===== src/hw/sucs_defs.svh =====
// Purpose: Constants for the start-up and clock select unit
// Assumes: Included by bare name from hw/ sources
// Notes: Times in their own units, counts derived where used
`ifndef SUCS_DEFS_SVH
`define SUCS_DEFS_SVH

`define SUCS_RST_DELAY_MS 64
`define SUCS_LP_OSC_KHZ 128
`define SUCS_OSC_SETTLE_CYC 6
`define SUCS_CONFIG_CYC 21
`define SUCS_PROT_WINDOW 3'h4
`define SUCS_PROT_W 3
`define SUCS_DIV_RESET 4'h3
`define SUCS_DIV_MAX 4'h8
`define SUCS_DIV_W 4
`define SUCS_SRC_W 2
`define SUCS_TRIM_W 8
`define SUCS_DATA_W 8
`define SUCS_ADDR_W 2
`define SUCS_IDX_SRC 2'h0
`define SUCS_IDX_TRIM 2'h1
`define SUCS_IDX_DIV 2'h2
`define SUCS_SRC_PAD_W 6
`define SUCS_DIV_PAD_W 4

`endif


===== src/hw/sucs_pkg.sv =====
// Purpose: Types for the start-up and clock select unit
// Assumes: sucs_defs.svh supplies widths
// Notes: Source codes follow the selection field encoding
`include "sucs_defs.svh"

package sucs_pkg;

    typedef enum logic [1:0] {
        SRC_OSC8 = 2'h0,
        SRC_LP = 2'h1,
        SRC_EXT = 2'h2,
        SRC_RSVD = 2'h3
    } src_t;

    typedef enum logic [1:0] {
        SLP_IDLE = 2'h0,
        SLP_ADC_NR = 2'h1,
        SLP_POWER_DOWN = 2'h2,
        SLP_STANDBY = 2'h3
    } sleep_t;

    typedef enum logic [2:0] {
        ST_HOLD,
        ST_RST_DELAY,
        ST_OSC_SETTLE,
        ST_CONFIG,
        ST_RUN,
        ST_SLEEP,
        ST_WAKE_SETTLE
    } state_t;

endpackage : sucs_pkg


===== src/hw/sys_clock_prescaler.sv =====
// Purpose: Divides main clock ticks by a power of two
// Assumes: main_tick is a one-cycle pulse per main clock edge
// Notes: New code applied only at the end of an old period
`include "sucs_defs.svh"
`timescale 1ns/1ps
`default_nettype none

module sys_clock_prescaler
    import sucs_pkg::*;
#(
    parameter int CNT_W = 8
) (
    // Clock and reset
    input wire logic clock,
    input wire logic arst_n,
    // Control
    input wire logic hold_default,
    input wire logic load,
    input wire logic [`SUCS_DIV_W-1:0] load_code,
    input wire logic main_tick,
    // Output
    output logic sys_tick_ff,
    output logic [`SUCS_DIV_W-1:0] code_ff
);

    logic [CNT_W-1:0] cnt_ff;
    logic [`SUCS_DIV_W-1:0] pend_ff;
    logic pend_valid_ff;
    logic [CNT_W-1:0] period_mask;
    logic period_end;
    logic [CNT_W-1:0] nxt_cnt;

    assign period_mask = CNT_W'((1 << code_ff) - 1);
    assign period_end = main_tick && (cnt_ff == period_mask);
    assign nxt_cnt = period_end ? '0 : cnt_ff + CNT_W'(main_tick);

    always_ff @(posedge clock or negedge arst_n) begin
        if (!arst_n) begin
            cnt_ff <= '0;
            sys_tick_ff <= 1'b0;
            code_ff <= `SUCS_DIV_RESET;
            pend_ff <= `SUCS_DIV_RESET;
            pend_valid_ff <= 1'b0;
        end else if (hold_default) begin
            cnt_ff <= '0;
            sys_tick_ff <= 1'b0;
            code_ff <= `SUCS_DIV_RESET;
            pend_valid_ff <= 1'b0;
        end else begin
            cnt_ff <= nxt_cnt;
            sys_tick_ff <= period_end;
            // Switch only at a finished old period: no short pulse
            if (period_end && pend_valid_ff) begin
                code_ff <= pend_ff;
                pend_valid_ff <= load;
            end else if (load) begin
                pend_valid_ff <= 1'b1;
            end
            if (load) begin
                pend_ff <= load_code;
            end
        end
    end

endmodule : sys_clock_prescaler

`default_nettype wire


===== src/hw/startup_and_clock_select_unit.sv =====
// Purpose: Start-up reset sequencing, main clock select, trim, prescaler
// Assumes: Oscillators arrive as one-cycle ticks synchronous to clock
// Notes: Clocks are modelled as tick pulses, not gated clock nets
//
// What this block does
// - Internal reset held until sequence completes
// - First step counts 64 ms of 128 kHz
// - Reset delay counted fully, supply ignored
// - Six calibrated oscillator cycles before use
// - Load configuration over 21 system cycles
// - After reset: 8 MHz source, divide by eight
// - Power-down wake counts six main cycles only
// - Other sleep wakes resume with no delay
// - Source register bits 7:2 read zero
// - Source codes: 00 osc, 01 low-power, 10 external
// - Source switch never glitches main clock
// - Factory trim loaded into trim during reset
// - Trim writable, 00 slowest, FF fastest
// - Prescaler register bits 7:4 read zero
// - Prescaler divides by two to the code
// - Prescaler code resets to divide by eight
// - Prescaler change produces no faster period
// - New rate active at the end of the old period
`include "sucs_defs.svh"
`timescale 1ns/1ps
`default_nettype none

module startup_and_clock_select_unit
    import sucs_pkg::*;
#(
    parameter int RESET_DELAY_TICKS = `SUCS_RST_DELAY_MS * `SUCS_LP_OSC_KHZ,
    parameter int OSC_SETTLE_TICKS = `SUCS_OSC_SETTLE_CYC,
    parameter int CONFIG_TICKS = `SUCS_CONFIG_CYC,
    parameter int DIV_CNT_W = 8
) (
    // Clock and reset
    input wire logic clock,
    input wire logic arst_n,
    // Reset sources and factory values
    input wire logic reset_source_active,
    input wire logic [`SUCS_TRIM_W-1:0] factory_trim,
    // Oscillator ticks
    input wire logic osc8_tick,
    input wire logic lp_osc_tick,
    input wire logic ext_clk_tick,
    // Sleep control
    input wire logic sleep_enter,
    input wire logic [1:0] sleep_mode,
    input wire logic wake_request,
    // Register port
    input wire logic [`SUCS_ADDR_W-1:0] reg_addr,
    input wire logic reg_wr,
    input wire logic [`SUCS_DATA_W-1:0] reg_wdata,
    input wire logic prot_unlock,
    output logic [`SUCS_DATA_W-1:0] reg_rdata_ff,
    // Clock and reset outputs
    output logic internal_reset_ff,
    output logic core_run_ff,
    output logic main_tick_ff,
    output logic sys_tick_ff,
    output logic [`SUCS_SRC_W-1:0] main_source_code_ff,
    output logic [`SUCS_TRIM_W-1:0] oscillator_trim_ff
);

    // Counter sized for the longest step, whichever it is
    localparam int SHORT_MAX = (OSC_SETTLE_TICKS > CONFIG_TICKS) ?
                               OSC_SETTLE_TICKS : CONFIG_TICKS;
    localparam int STEP_MAX = (RESET_DELAY_TICKS > SHORT_MAX) ?
                              RESET_DELAY_TICKS : SHORT_MAX;
    localparam int CNT_W = $clog2(STEP_MAX + 1);
    localparam logic [CNT_W-1:0] DLY_LAST = CNT_W'(RESET_DELAY_TICKS - 1);
    localparam logic [CNT_W-1:0] OSC_LAST = CNT_W'(OSC_SETTLE_TICKS - 1);
    localparam logic [CNT_W-1:0] CFG_LAST = CNT_W'(CONFIG_TICKS - 1);

    state_t state_ff;
    state_t nxt_state;
    logic [CNT_W-1:0] cnt_ff;
    logic [CNT_W-1:0] nxt_cnt;
    src_t req_src_ff;
    src_t cur_src_ff;
    logic main_en_ff;
    logic powerdown_ff;
    logic [`SUCS_PROT_W-1:0] prot_cnt_ff;
    logic [`SUCS_DIV_W-1:0] div_code;
    logic sys_tick;

    // Tick of each source, indexed by source code
    logic [3:0] tick_vec;
    logic cur_tick;
    logic count_tick;
    logic count_last;
    logic [CNT_W-1:0] step_last;

    // Register decode
    logic sel_src;
    logic sel_trim;
    logic sel_div;
    logic prot_open;
    logic src_code_ok;
    logic div_code_ok;
    logic wr_src;
    logic wr_div;
    logic wr_trim;
    logic in_run;
    logic [`SUCS_DATA_W-1:0] rd_mux;

    // State decode
    logic in_hold;
    logic in_delay;
    logic in_settle;
    logic in_config;
    logic in_wake;
    logic nxt_hold;
    logic nxt_startup;
    logic cfg_done;
    logic wake_done;
    logic sleep_take;
    logic pd_request;
    logic src_switch;

    // State decode, shared by the processes below
    assign in_hold = (state_ff == ST_HOLD);
    assign in_delay = (state_ff == ST_RST_DELAY);
    assign in_settle = (state_ff == ST_OSC_SETTLE);
    assign in_config = (state_ff == ST_CONFIG);
    assign in_wake = (state_ff == ST_WAKE_SETTLE);
    assign cfg_done = in_config && count_last;
    assign wake_done = in_wake && count_last;
    assign sleep_take = in_run && sleep_enter;
    // Only power-down stops the oscillator
    assign pd_request = (sleep_t'(sleep_mode) == SLP_POWER_DOWN);
    assign nxt_hold = (nxt_state == ST_HOLD);
    // Startup steps keep reset on until the config step ends
    assign nxt_startup = nxt_hold ||
                         (nxt_state == ST_RST_DELAY) ||
                         (nxt_state == ST_OSC_SETTLE) ||
                         (nxt_state == ST_CONFIG);
    // Old source edge is the only safe hand-over point
    assign src_switch = cur_tick && (cur_src_ff != req_src_ff);

    assign tick_vec = {1'b0, ext_clk_tick, lp_osc_tick, osc8_tick};
    assign cur_tick = tick_vec[cur_src_ff];

    // Each step counts its own time base
    assign count_tick = in_delay ? lp_osc_tick :
                        in_settle ? osc8_tick :
                        in_config ? sys_tick :
                        cur_tick;
    assign step_last = in_delay ? DLY_LAST :
                       in_config ? CFG_LAST : OSC_LAST;
    assign count_last = count_tick && (cnt_ff == step_last);

    always_comb begin
        nxt_state = state_ff;
        nxt_cnt = cnt_ff;
        unique case (state_ff)
            ST_HOLD: begin
                nxt_cnt = '0;
                if (!reset_source_active) begin
                    nxt_state = ST_RST_DELAY;
                end
            end
            ST_RST_DELAY, ST_OSC_SETTLE, ST_CONFIG, ST_WAKE_SETTLE: begin
                // No supply check: the full count always runs
                nxt_cnt = cnt_ff + CNT_W'(count_tick);
                if (count_last) begin
                    nxt_cnt = '0;
                    if (state_ff == ST_RST_DELAY) begin
                        nxt_state = ST_OSC_SETTLE;
                    end else if (state_ff == ST_OSC_SETTLE) begin
                        nxt_state = ST_CONFIG;
                    end else begin
                        nxt_state = ST_RUN;
                    end
                end
            end
            ST_RUN: begin
                if (sleep_enter) begin
                    nxt_state = ST_SLEEP;
                end
            end
            ST_SLEEP: begin
                nxt_cnt = '0;
                if (wake_request) begin
                    // Oscillator still running except in power-down
                    nxt_state = powerdown_ff ? ST_WAKE_SETTLE : ST_RUN;
                end
            end
        endcase
        if (reset_source_active) begin
            nxt_state = ST_HOLD;
            nxt_cnt = '0;
        end
    end

    always_ff @(posedge clock or negedge arst_n) begin
        if (!arst_n) begin
            state_ff <= ST_HOLD;
            cnt_ff <= '0;
        end else begin
            state_ff <= nxt_state;
            cnt_ff <= nxt_cnt;
        end
    end

    // Reset stays on until the last configuration tick
    always_ff @(posedge clock or negedge arst_n) begin
        if (!arst_n) begin
            internal_reset_ff <= 1'b1;
            core_run_ff <= 1'b0;
        end else begin
            internal_reset_ff <= nxt_startup;
            core_run_ff <= (nxt_state == ST_RUN);
        end
    end

    // Power-down stops the main clock until the settle count ends
    always_ff @(posedge clock or negedge arst_n) begin
        if (!arst_n) begin
            powerdown_ff <= 1'b0;
            main_en_ff <= 1'b1;
        end else begin
            if (sleep_take) begin
                powerdown_ff <= pd_request;
            end
            if (nxt_hold) begin
                main_en_ff <= 1'b1;
            end else if (sleep_take) begin
                main_en_ff <= !pd_request;
            end else if (wake_done) begin
                main_en_ff <= 1'b1;
            end
        end
    end

    // Register decode and protected writes
    assign in_run = (state_ff == ST_RUN);
    assign sel_src = (reg_addr == `SUCS_IDX_SRC);
    assign sel_trim = (reg_addr == `SUCS_IDX_TRIM);
    assign sel_div = (reg_addr == `SUCS_IDX_DIV);
    assign prot_open = (prot_cnt_ff != '0);
    assign src_code_ok = (src_t'(reg_wdata[`SUCS_SRC_W-1:0]) != SRC_RSVD);
    assign div_code_ok = (reg_wdata[`SUCS_DIV_W-1:0] <= `SUCS_DIV_MAX);
    assign wr_src = in_run && reg_wr && sel_src && prot_open &&
                    src_code_ok;
    assign wr_div = in_run && reg_wr && sel_div && prot_open &&
                    div_code_ok;
    assign wr_trim = in_run && reg_wr && sel_trim;

    // Window of four instruction cycles after the unlock signature
    always_ff @(posedge clock or negedge arst_n) begin
        if (!arst_n) begin
            prot_cnt_ff <= '0;
        end else if (!in_run || wr_src || wr_div) begin
            prot_cnt_ff <= '0;
        end else if (prot_unlock) begin
            prot_cnt_ff <= `SUCS_PROT_WINDOW;
        end else if (sys_tick && prot_open) begin
            prot_cnt_ff <= prot_cnt_ff - `SUCS_PROT_W'(1);
        end
    end

    // Source request and trim
    always_ff @(posedge clock or negedge arst_n) begin
        if (!arst_n) begin
            req_src_ff <= SRC_OSC8;
            oscillator_trim_ff <= '0;
        end else begin
            if (nxt_hold) begin
                req_src_ff <= SRC_OSC8;
            end else if (wr_src) begin
                req_src_ff <= src_t'(reg_wdata[`SUCS_SRC_W-1:0]);
            end
            if (cfg_done) begin
                oscillator_trim_ff <= factory_trim;
            end else if (wr_trim) begin
                oscillator_trim_ff <= reg_wdata;
            end
        end
    end

    // Hand over only on an edge of the old source: no runt period
    always_ff @(posedge clock or negedge arst_n) begin
        if (!arst_n) begin
            cur_src_ff <= SRC_OSC8;
            main_tick_ff <= 1'b0;
        end else begin
            if (nxt_hold) begin
                cur_src_ff <= SRC_OSC8;
            end else if (src_switch) begin
                cur_src_ff <= req_src_ff;
            end
            main_tick_ff <= cur_tick && main_en_ff;
        end
    end

    always_ff @(posedge clock or negedge arst_n) begin
        if (!arst_n) begin
            main_source_code_ff <= SRC_OSC8;
        end else begin
            main_source_code_ff <= cur_src_ff;
        end
    end

    sys_clock_prescaler #(
        .CNT_W(DIV_CNT_W)
    ) u_prescaler (
        .clock(clock),
        .arst_n(arst_n),
        .hold_default(in_hold),
        .load(wr_div),
        .load_code(reg_wdata[`SUCS_DIV_W-1:0]),
        .main_tick(main_tick_ff),
        .sys_tick_ff(sys_tick),
        .code_ff(div_code)
    );

    assign sys_tick_ff = sys_tick;

    // Reserved bits and unmapped indexes read as zero
    assign rd_mux = sel_src ? {`SUCS_SRC_PAD_W'(0), req_src_ff} :
                    sel_trim ? oscillator_trim_ff :
                    sel_div ? {`SUCS_DIV_PAD_W'(0), div_code} :
                    '0;

    always_ff @(posedge clock or negedge arst_n) begin
        if (!arst_n) begin
            reg_rdata_ff <= '0;
        end else begin
            reg_rdata_ff <= rd_mux;
        end
    end

endmodule : startup_and_clock_select_unit

`default_nettype wire


===== config.mk =====
export PLATFORM = sky130hd
export DESIGN_NAME = startup_and_clock_select_unit
export DESIGN_NICKNAME = d
export VERILOG_FILES = /design/src/hw/sucs_pkg.sv /design/src/hw/sys_clock_prescaler.sv /design/src/hw/startup_and_clock_select_unit.sv
export VERILOG_INCLUDE_DIRS = /design/src /design/src/hw
export SDC_FILE = /design/constraint.sdc
export NUM_CORES = 1
export LEC_CHECK = 0
export ABC_AREA = 1
export BUFFER_PORTS_ARGS = -buffer_cell sky130_fd_sc_hd__clkbuf_2
export CAP_MARGIN = 30
export CORE_UTILIZATION = 50
export CTS_CLUSTER_SIZE = 40
export DETAILED_ROUTE_END_ITERATION = 16
export GPL_TIMING_DRIVEN = 0
export PLACE_DENSITY = 0.67
export SETUP_SLACK_MARGIN = 0.2
export SLEW_MARGIN = 20
export SYNTH_ARGS = -nofsm -noshare
export SYNTH_HDL_FRONTEND = slang
export SYNTH_SLANG_ARGS = --single-unit

===== constraint.sdc =====
create_clock -name clock -period 4.05 [get_ports clock]
set_input_delay 0.2025 -clock clock [delete_from_list [all_inputs] [get_ports clock]]
set_output_delay 0.2025 -clock clock [all_outputs]
set_load 0.01 [all_outputs]

* After elaboration in Yosys (flattened, before gate mapping) *
Cells that the tools add are included.

storage, ports and cells
  register bits = 65
  input bits = 30
  output and inout bits = 22
  logic and storage cells = 123

cells by class
  mux-type cells = 41
  bitwise operators = 1
  equality and inequality tests = 17
  shifts and indexed selects = 1
  $lt $le $gt $ge = 2
  add/subtract/negate cells = 4
  reduce and logical (&&, ||, !) cells = 39

operators by type and width
  cell                                                 number
  2-to-1 mux 8 bit                                     6
  2-to-1 mux 14 bit                                    2
  case mux 14 bit (2 select lines)                     1
  2-to-1 mux 3 bit                                     9
  logical AND 1 bit                                    17
  nonzero test 3 bit                                   5
  adder 14 x 1 -> 14 bit                               1
  equality test 14 x 13 -> 1 bit                       1
  2-to-1 mux 13 bit                                    1
  equality test 3 x 2 -> 1 bit, second input constant  4
  equality test 3 bit, second input constant           4
  2-to-1 mux 4 bit                                     3
  case mux 3 bit (4 select lines)                      1
  2-to-1 mux 1 bit                                     11
  2-to-1 mux 2 bit                                     5
  adder 8 x 1 -> 8 bit                                 1
  equality test 8 bit                                  1
  nonzero test 2 bit                                   4
  left shift 1 x 4 -> 8 bit, first input constant      1
  subtractor 8 x 2 -> 8 bit, second input constant     1
  equality test 3 x 1 -> 1 bit, second input constant  2
  zero test 3 bit                                      2
  logical OR 1 bit                                     5
  2-to-1 mux 5 bit                                     1
  14 further kinds                                     16

* Depth between registers and ports, before layout *
  word-level depth = 13
  gate-level depth with buffers = 16
  gate-level depth less buffers = 15

* Hierarchy *
A second synthesis with hierarchy kept.

unflattened totals
  cells, all modules = 483
  area total of the unflattened synthesis = 3658.5 µm²

by module, submodules not included
  module                         cells an instance  times used  area each (µm²)  seq. area each (µm²)
  startup_and_clock_select_unit  333                1           2551.2           1178.6
  sys_clock_prescaler            150                1           1107.3           455.4

* Worst setup path before layout *
OpenSTA, ideal clock, no wires.

  path kind = register -> register
  start = register u_prescaler.code_ff[3]
  end = register u_prescaler.cnt_ff[2]
  arrival = 1875 ps
  data required time = 3922 ps
  slack = 2048 ps
  path buffers = 0
  stages on the path, launching flop included = 12
  setup time = 128 ps
  clock period less this slack = 2002 ps
  cells stage by stage = dfrtp_1 -> nor2_1 -> nand3_1 -> ha_1 -> xor2_1 -> o211ai_1 -> nor3_1 -> nand3_1 -> nor2_1 -> nand2_1 -> nand2_1 -> nor3b_1

between the ends
  longest elaborated chain between the ends = 6

RTL lines
  element                    RTL line                   text
  start, declared            sys_clock_prescaler.sv:23  output logic [`SUCS_DIV_W-1:0] code_ff
  start signal, assigned     sys_clock_prescaler.sv:41  code_ff <= `SUCS_DIV_RESET;
  start signal, assigned     sys_clock_prescaler.sv:47  code_ff <= `SUCS_DIV_RESET;
  start signal, assigned     sys_clock_prescaler.sv:54  code_ff <= pend_ff;
  left shift 1 x 4 -> 8 bit  sys_clock_prescaler.sv:33  assign period_mask = CNT_W'((1 << code_ff) - 1);
  subtractor 8 x 2 -> 8 bit  sys_clock_prescaler.sv:33
  equality test 8 bit        sys_clock_prescaler.sv:34  assign period_end = main_tick && (cnt_ff == period_mask);
  logical AND 1 bit          sys_clock_prescaler.sv:34
  2-to-1 mux 8 bit           sys_clock_prescaler.sv:35  assign nxt_cnt = period_end ? '0 : cnt_ff + CNT_W'(main_tick);
  2-to-1 mux 8 bit           sys_clock_prescaler.sv:44  end else if (hold_default) begin
  end signal, assigned       sys_clock_prescaler.sv:50  cnt_ff <= nxt_cnt;
  end, declared              sys_clock_prescaler.sv:26  logic [CNT_W-1:0] cnt_ff;

No other way between the ends.
A chain may end at the register's enable or synchronous reset.

* Worst setup path in the final report *
  start = register u_prescaler.code_ff[3]
  end = register u_prescaler.cnt_ff[5]

The elaborated chain is that of the path after synthesis.

==> out/metrics.yaml <==
status:
  run_status: "finished clean"
die:
  initial_utilization_pct: 51.8
  row_count: 30
  chipHeight_um: 85.9
  coreArea_um2: 6790
  die_width_um: 85.9
  ioPinCount: 52
  dieArea_um2: 7380
global_routing:
  grt_max_degree: 37
  globalRoute.totalOverflow: 0
  track_usage_pct: 22.5
  grt_pass1_wl_mm: 12.9
  antenna_found_initial: 0
  grt_pass1_vias: 2892
yosys:
  synthTopCellsByArea: "dfrtp_1 42%, nand2_1 11%, inv_1 6.7%"
  synth_simple_gate_area_share_pct: 29.6
  yosysTopAreaCellShare_pct: 41.9
  yosys_warnings: 0
  synth_top_family_by_area: "simple AND/OR/NAND/NOR gates"
  ys_types: 38
  syn-num-nets: 477
  avgSynthCellArea_um2: 8.00
  ys.flop_type: "dfrtp_1"
  synthCells: 440
  synth-xor-area-share_pct: 4.62
  async_flop_share_pct: 100
  yosysTopAreaCell: "dfrtp_1"
  synth_edf_count: 0
  synth_compound_area_share_pct: 9.07
  syn_area_um2: 3520
  ys_seq_area_share_pct: 46.4
  synth_fa_ha_area_share_pct: 2.49
  ys_ff_latch: 65
  muxShareOfSynthArea_pct: 0
route:
  wire_per_inst_um: 12.5
  vias: 2995
  ant_nets: 0
  drc: 0
  avgViaCountPerCell: 4.95
  drtIter0Drc: 121
  wl_mm: 7.57
  dr.pass1.iters: 4
worst_setup_path:
  path_cells: "nor2_1 > nand3_1 > ha_1 > xor2_1 > o211ai_1 > nor3_1 > nand3_1 > nor2_1 > nand2_1 > nand2_1 > nor3_1"
  critPathLaunchType: "flop"
  cp_data_required_time_ps: 4260
  cp_slowest_cell: "dfrtp_1"
  crit_path_end_kind: "flop"
  crit_family: "simple AND/OR/NAND/NOR gates"
  timing.critical_path.buf_inv: 0
  critPathKind: "flop to flop"
  crit_arrival_ps: 2540
  cp_max_fo: 8
  critical-path-max-stage-delay_ps: 440
sta:
  post-route-period-util_pct: 57.5
  setup_viol: 0
  slew_violations: 0
  max_freq_ghz: 0.429
  worst_clock_skew_ps: 13.7
  rsz0062_at_grt: "false"
  slew-limit-headroom_pct: 69.9
  hold_viol: 0
  final.setup.tns_ps: 0
  period_needed_ps: 2330
  tightest_slew_ps: 448
clocking:
  htree_levels: 3
  clk_latency_ps: 350
  cts_tree: "built"
  clk_path_buf_depth: 2
  post_cts_resized: 0
  root_buffer: "clkbuf_8"
  clk_pin_slew_ps: 70
  cts.sinks: 65
  cts_buffers: 9
cells_and_area:
  final_common_cell: "nand2_1"
  drive_gt1_share_pct: 20.4
  design_area_um2: 4130
  areaGrowthSynthToFinish_pct: 17.5
  nFillCells: 620
  diodes: 0
  layout_common_cells: "99 x nand2_1, 63 x inv_1, 59 x dfrtp_1"
  layout.nets: 541
worst_hold_path:
  hp-class: "input pin to flop"
placed_design:
  dp_hpwl_mm: 5.74
  postPlaceCellArea_um2: 3920
  gp_congestion: 0.833
  portBuffers: 51
power:
  power.density_nw_per_um2: 336
  p_leak_uw: 0.00208
  ir_worst_vdd_mv: 0.292
run:
  drv_cap: 0
## metal layers
metal | share of wire [%] | track usage, %
met1 | 48 | 30.2
met2 | 47 | 36.2
met3 | 3.5 | 5.68
met4 | 0.92 | 6.67
met5 | 0 | 0
## path summary, 6_finish.rpt
| kind | startpoint | slack [ps] | end | depth (start not counted) |
|---|---|---|---|---|
| setup / recovery | u_prescaler.code_ff[3] | 1720 | u_prescaler.cnt_ff[5] | 11 |
| hold / removal | factory_trim[7] | 80 | oscillator_trim_ff[7] | 3 |
| setup reg to reg | u_prescaler.code_ff[3] | 1720 | u_prescaler.cnt_ff[5] | 11 |
| hold reg to reg | cur_src_ff[1] | 430 | main_source_code_ff[1] | 0 |
| max in group asynchronous | arst_n | 3080 | internal_reset_ff | 3 |
| min in group asynchronous | arst_n | 360 | reg_rdata_ff[0] | 2 |
## through the flow
step                hold WS, ps  std cells  power [uW]  util (%)  setup WS (ps)
detailed placement          201        588         823      57.7           1730
finish                     77.1        605        1390      60.8           1720
CTS                        63.1        605        1400      60.8           1710
global placement            408        587         818      57.3           1750
floorplan                 -93.1        440         765         -           2050
global route               72.0        605        1440      60.8           1440
## flip-flops by register name, summed over array words and instances, names as in the netlist, 2 cells and up
register	cells
cur_src_ff	2
prot_cnt_ff	3
u_prescaler.cnt_ff	8
state_ff	3
reg_rdata_ff	8
req_src_ff	2
cnt_ff	14
main_source_code_ff	2
oscillator_trim_ff	8
u_prescaler.code_ff	4
u_prescaler.pend_ff	4
## power breakdown
group / internal [uW] / leakage (uW) / total [uW] / switching, uW
registers: 663 / 0.000858 / 673 / 9.32
clock network: 318 / 0.000103 / 577 / 258
logic: 51.0 / 0.00111 / 138 / 86.9
## worst register-to-register path: stages, from the launching register on
cell and delay (ps):
dfrtp_1 440, nor2_1 240, nand3_1 140, ha_1 300
xor2_1 150, o211ai_1 100, nor3_1 150, nand3_1 90
nor2_1 130, nand2_1 130, nand2_1 240, nor3_1 90
## final cells by class
cell class                      instances  area [um^2]  share of cell area (%)
Buffer                                  1         7.51                   0.182
Multi-Input combinational cell        304         1610                    39.0
Timing Repair Buffer                   53          288                    6.96
Tap cell                               96          120                    2.91
Sequential cell                        65         1630                    39.5
Clock buffer                           12          155                    3.75
Clock inverter                          4         51.3                    1.24
Inverter                               70          265                    6.42
## cell usage after synthesis, types with 2 or more instances
master	number
dfstp_2	6
nor4_1	2
xnor2_1	2
nand2_4	2
o21ai_0	22
o22ai_1	4
nor3_1	13
nand3_1	33
inv_2	6
nor3b_1	2
dfrtp_1	59
xor2_1	14
nand3_2	4
nor2_1	54
inv_1	63
ha_1	7
nand2_2	4
nand4_1	2
o211ai_1	8
a21oi_1	10
o21ai_1	2
or2_2	2
nor2_4	2
nor2_2	5
nand2_1	99
## repair_timing
item | in CTS | in global routing
setup buffers | 0 | 0
hold endpoints to repair | 24 | 0
hold buffers | 1 | 0
## cell families (layout without fill, tap and decap cells)
| logic type | after synthesis | count (layout) |
|---|---|---|
| compound gates | 53 | 53 |
| xor+xnor | 17 | 17 |
| fa+ha+maj | 7 | 7 |
| buf+inv | 71 | 140 |
| flops | 65 | 65 |
| simple gates | 227 | 227 |
Power figures use the tool's default switching activity.
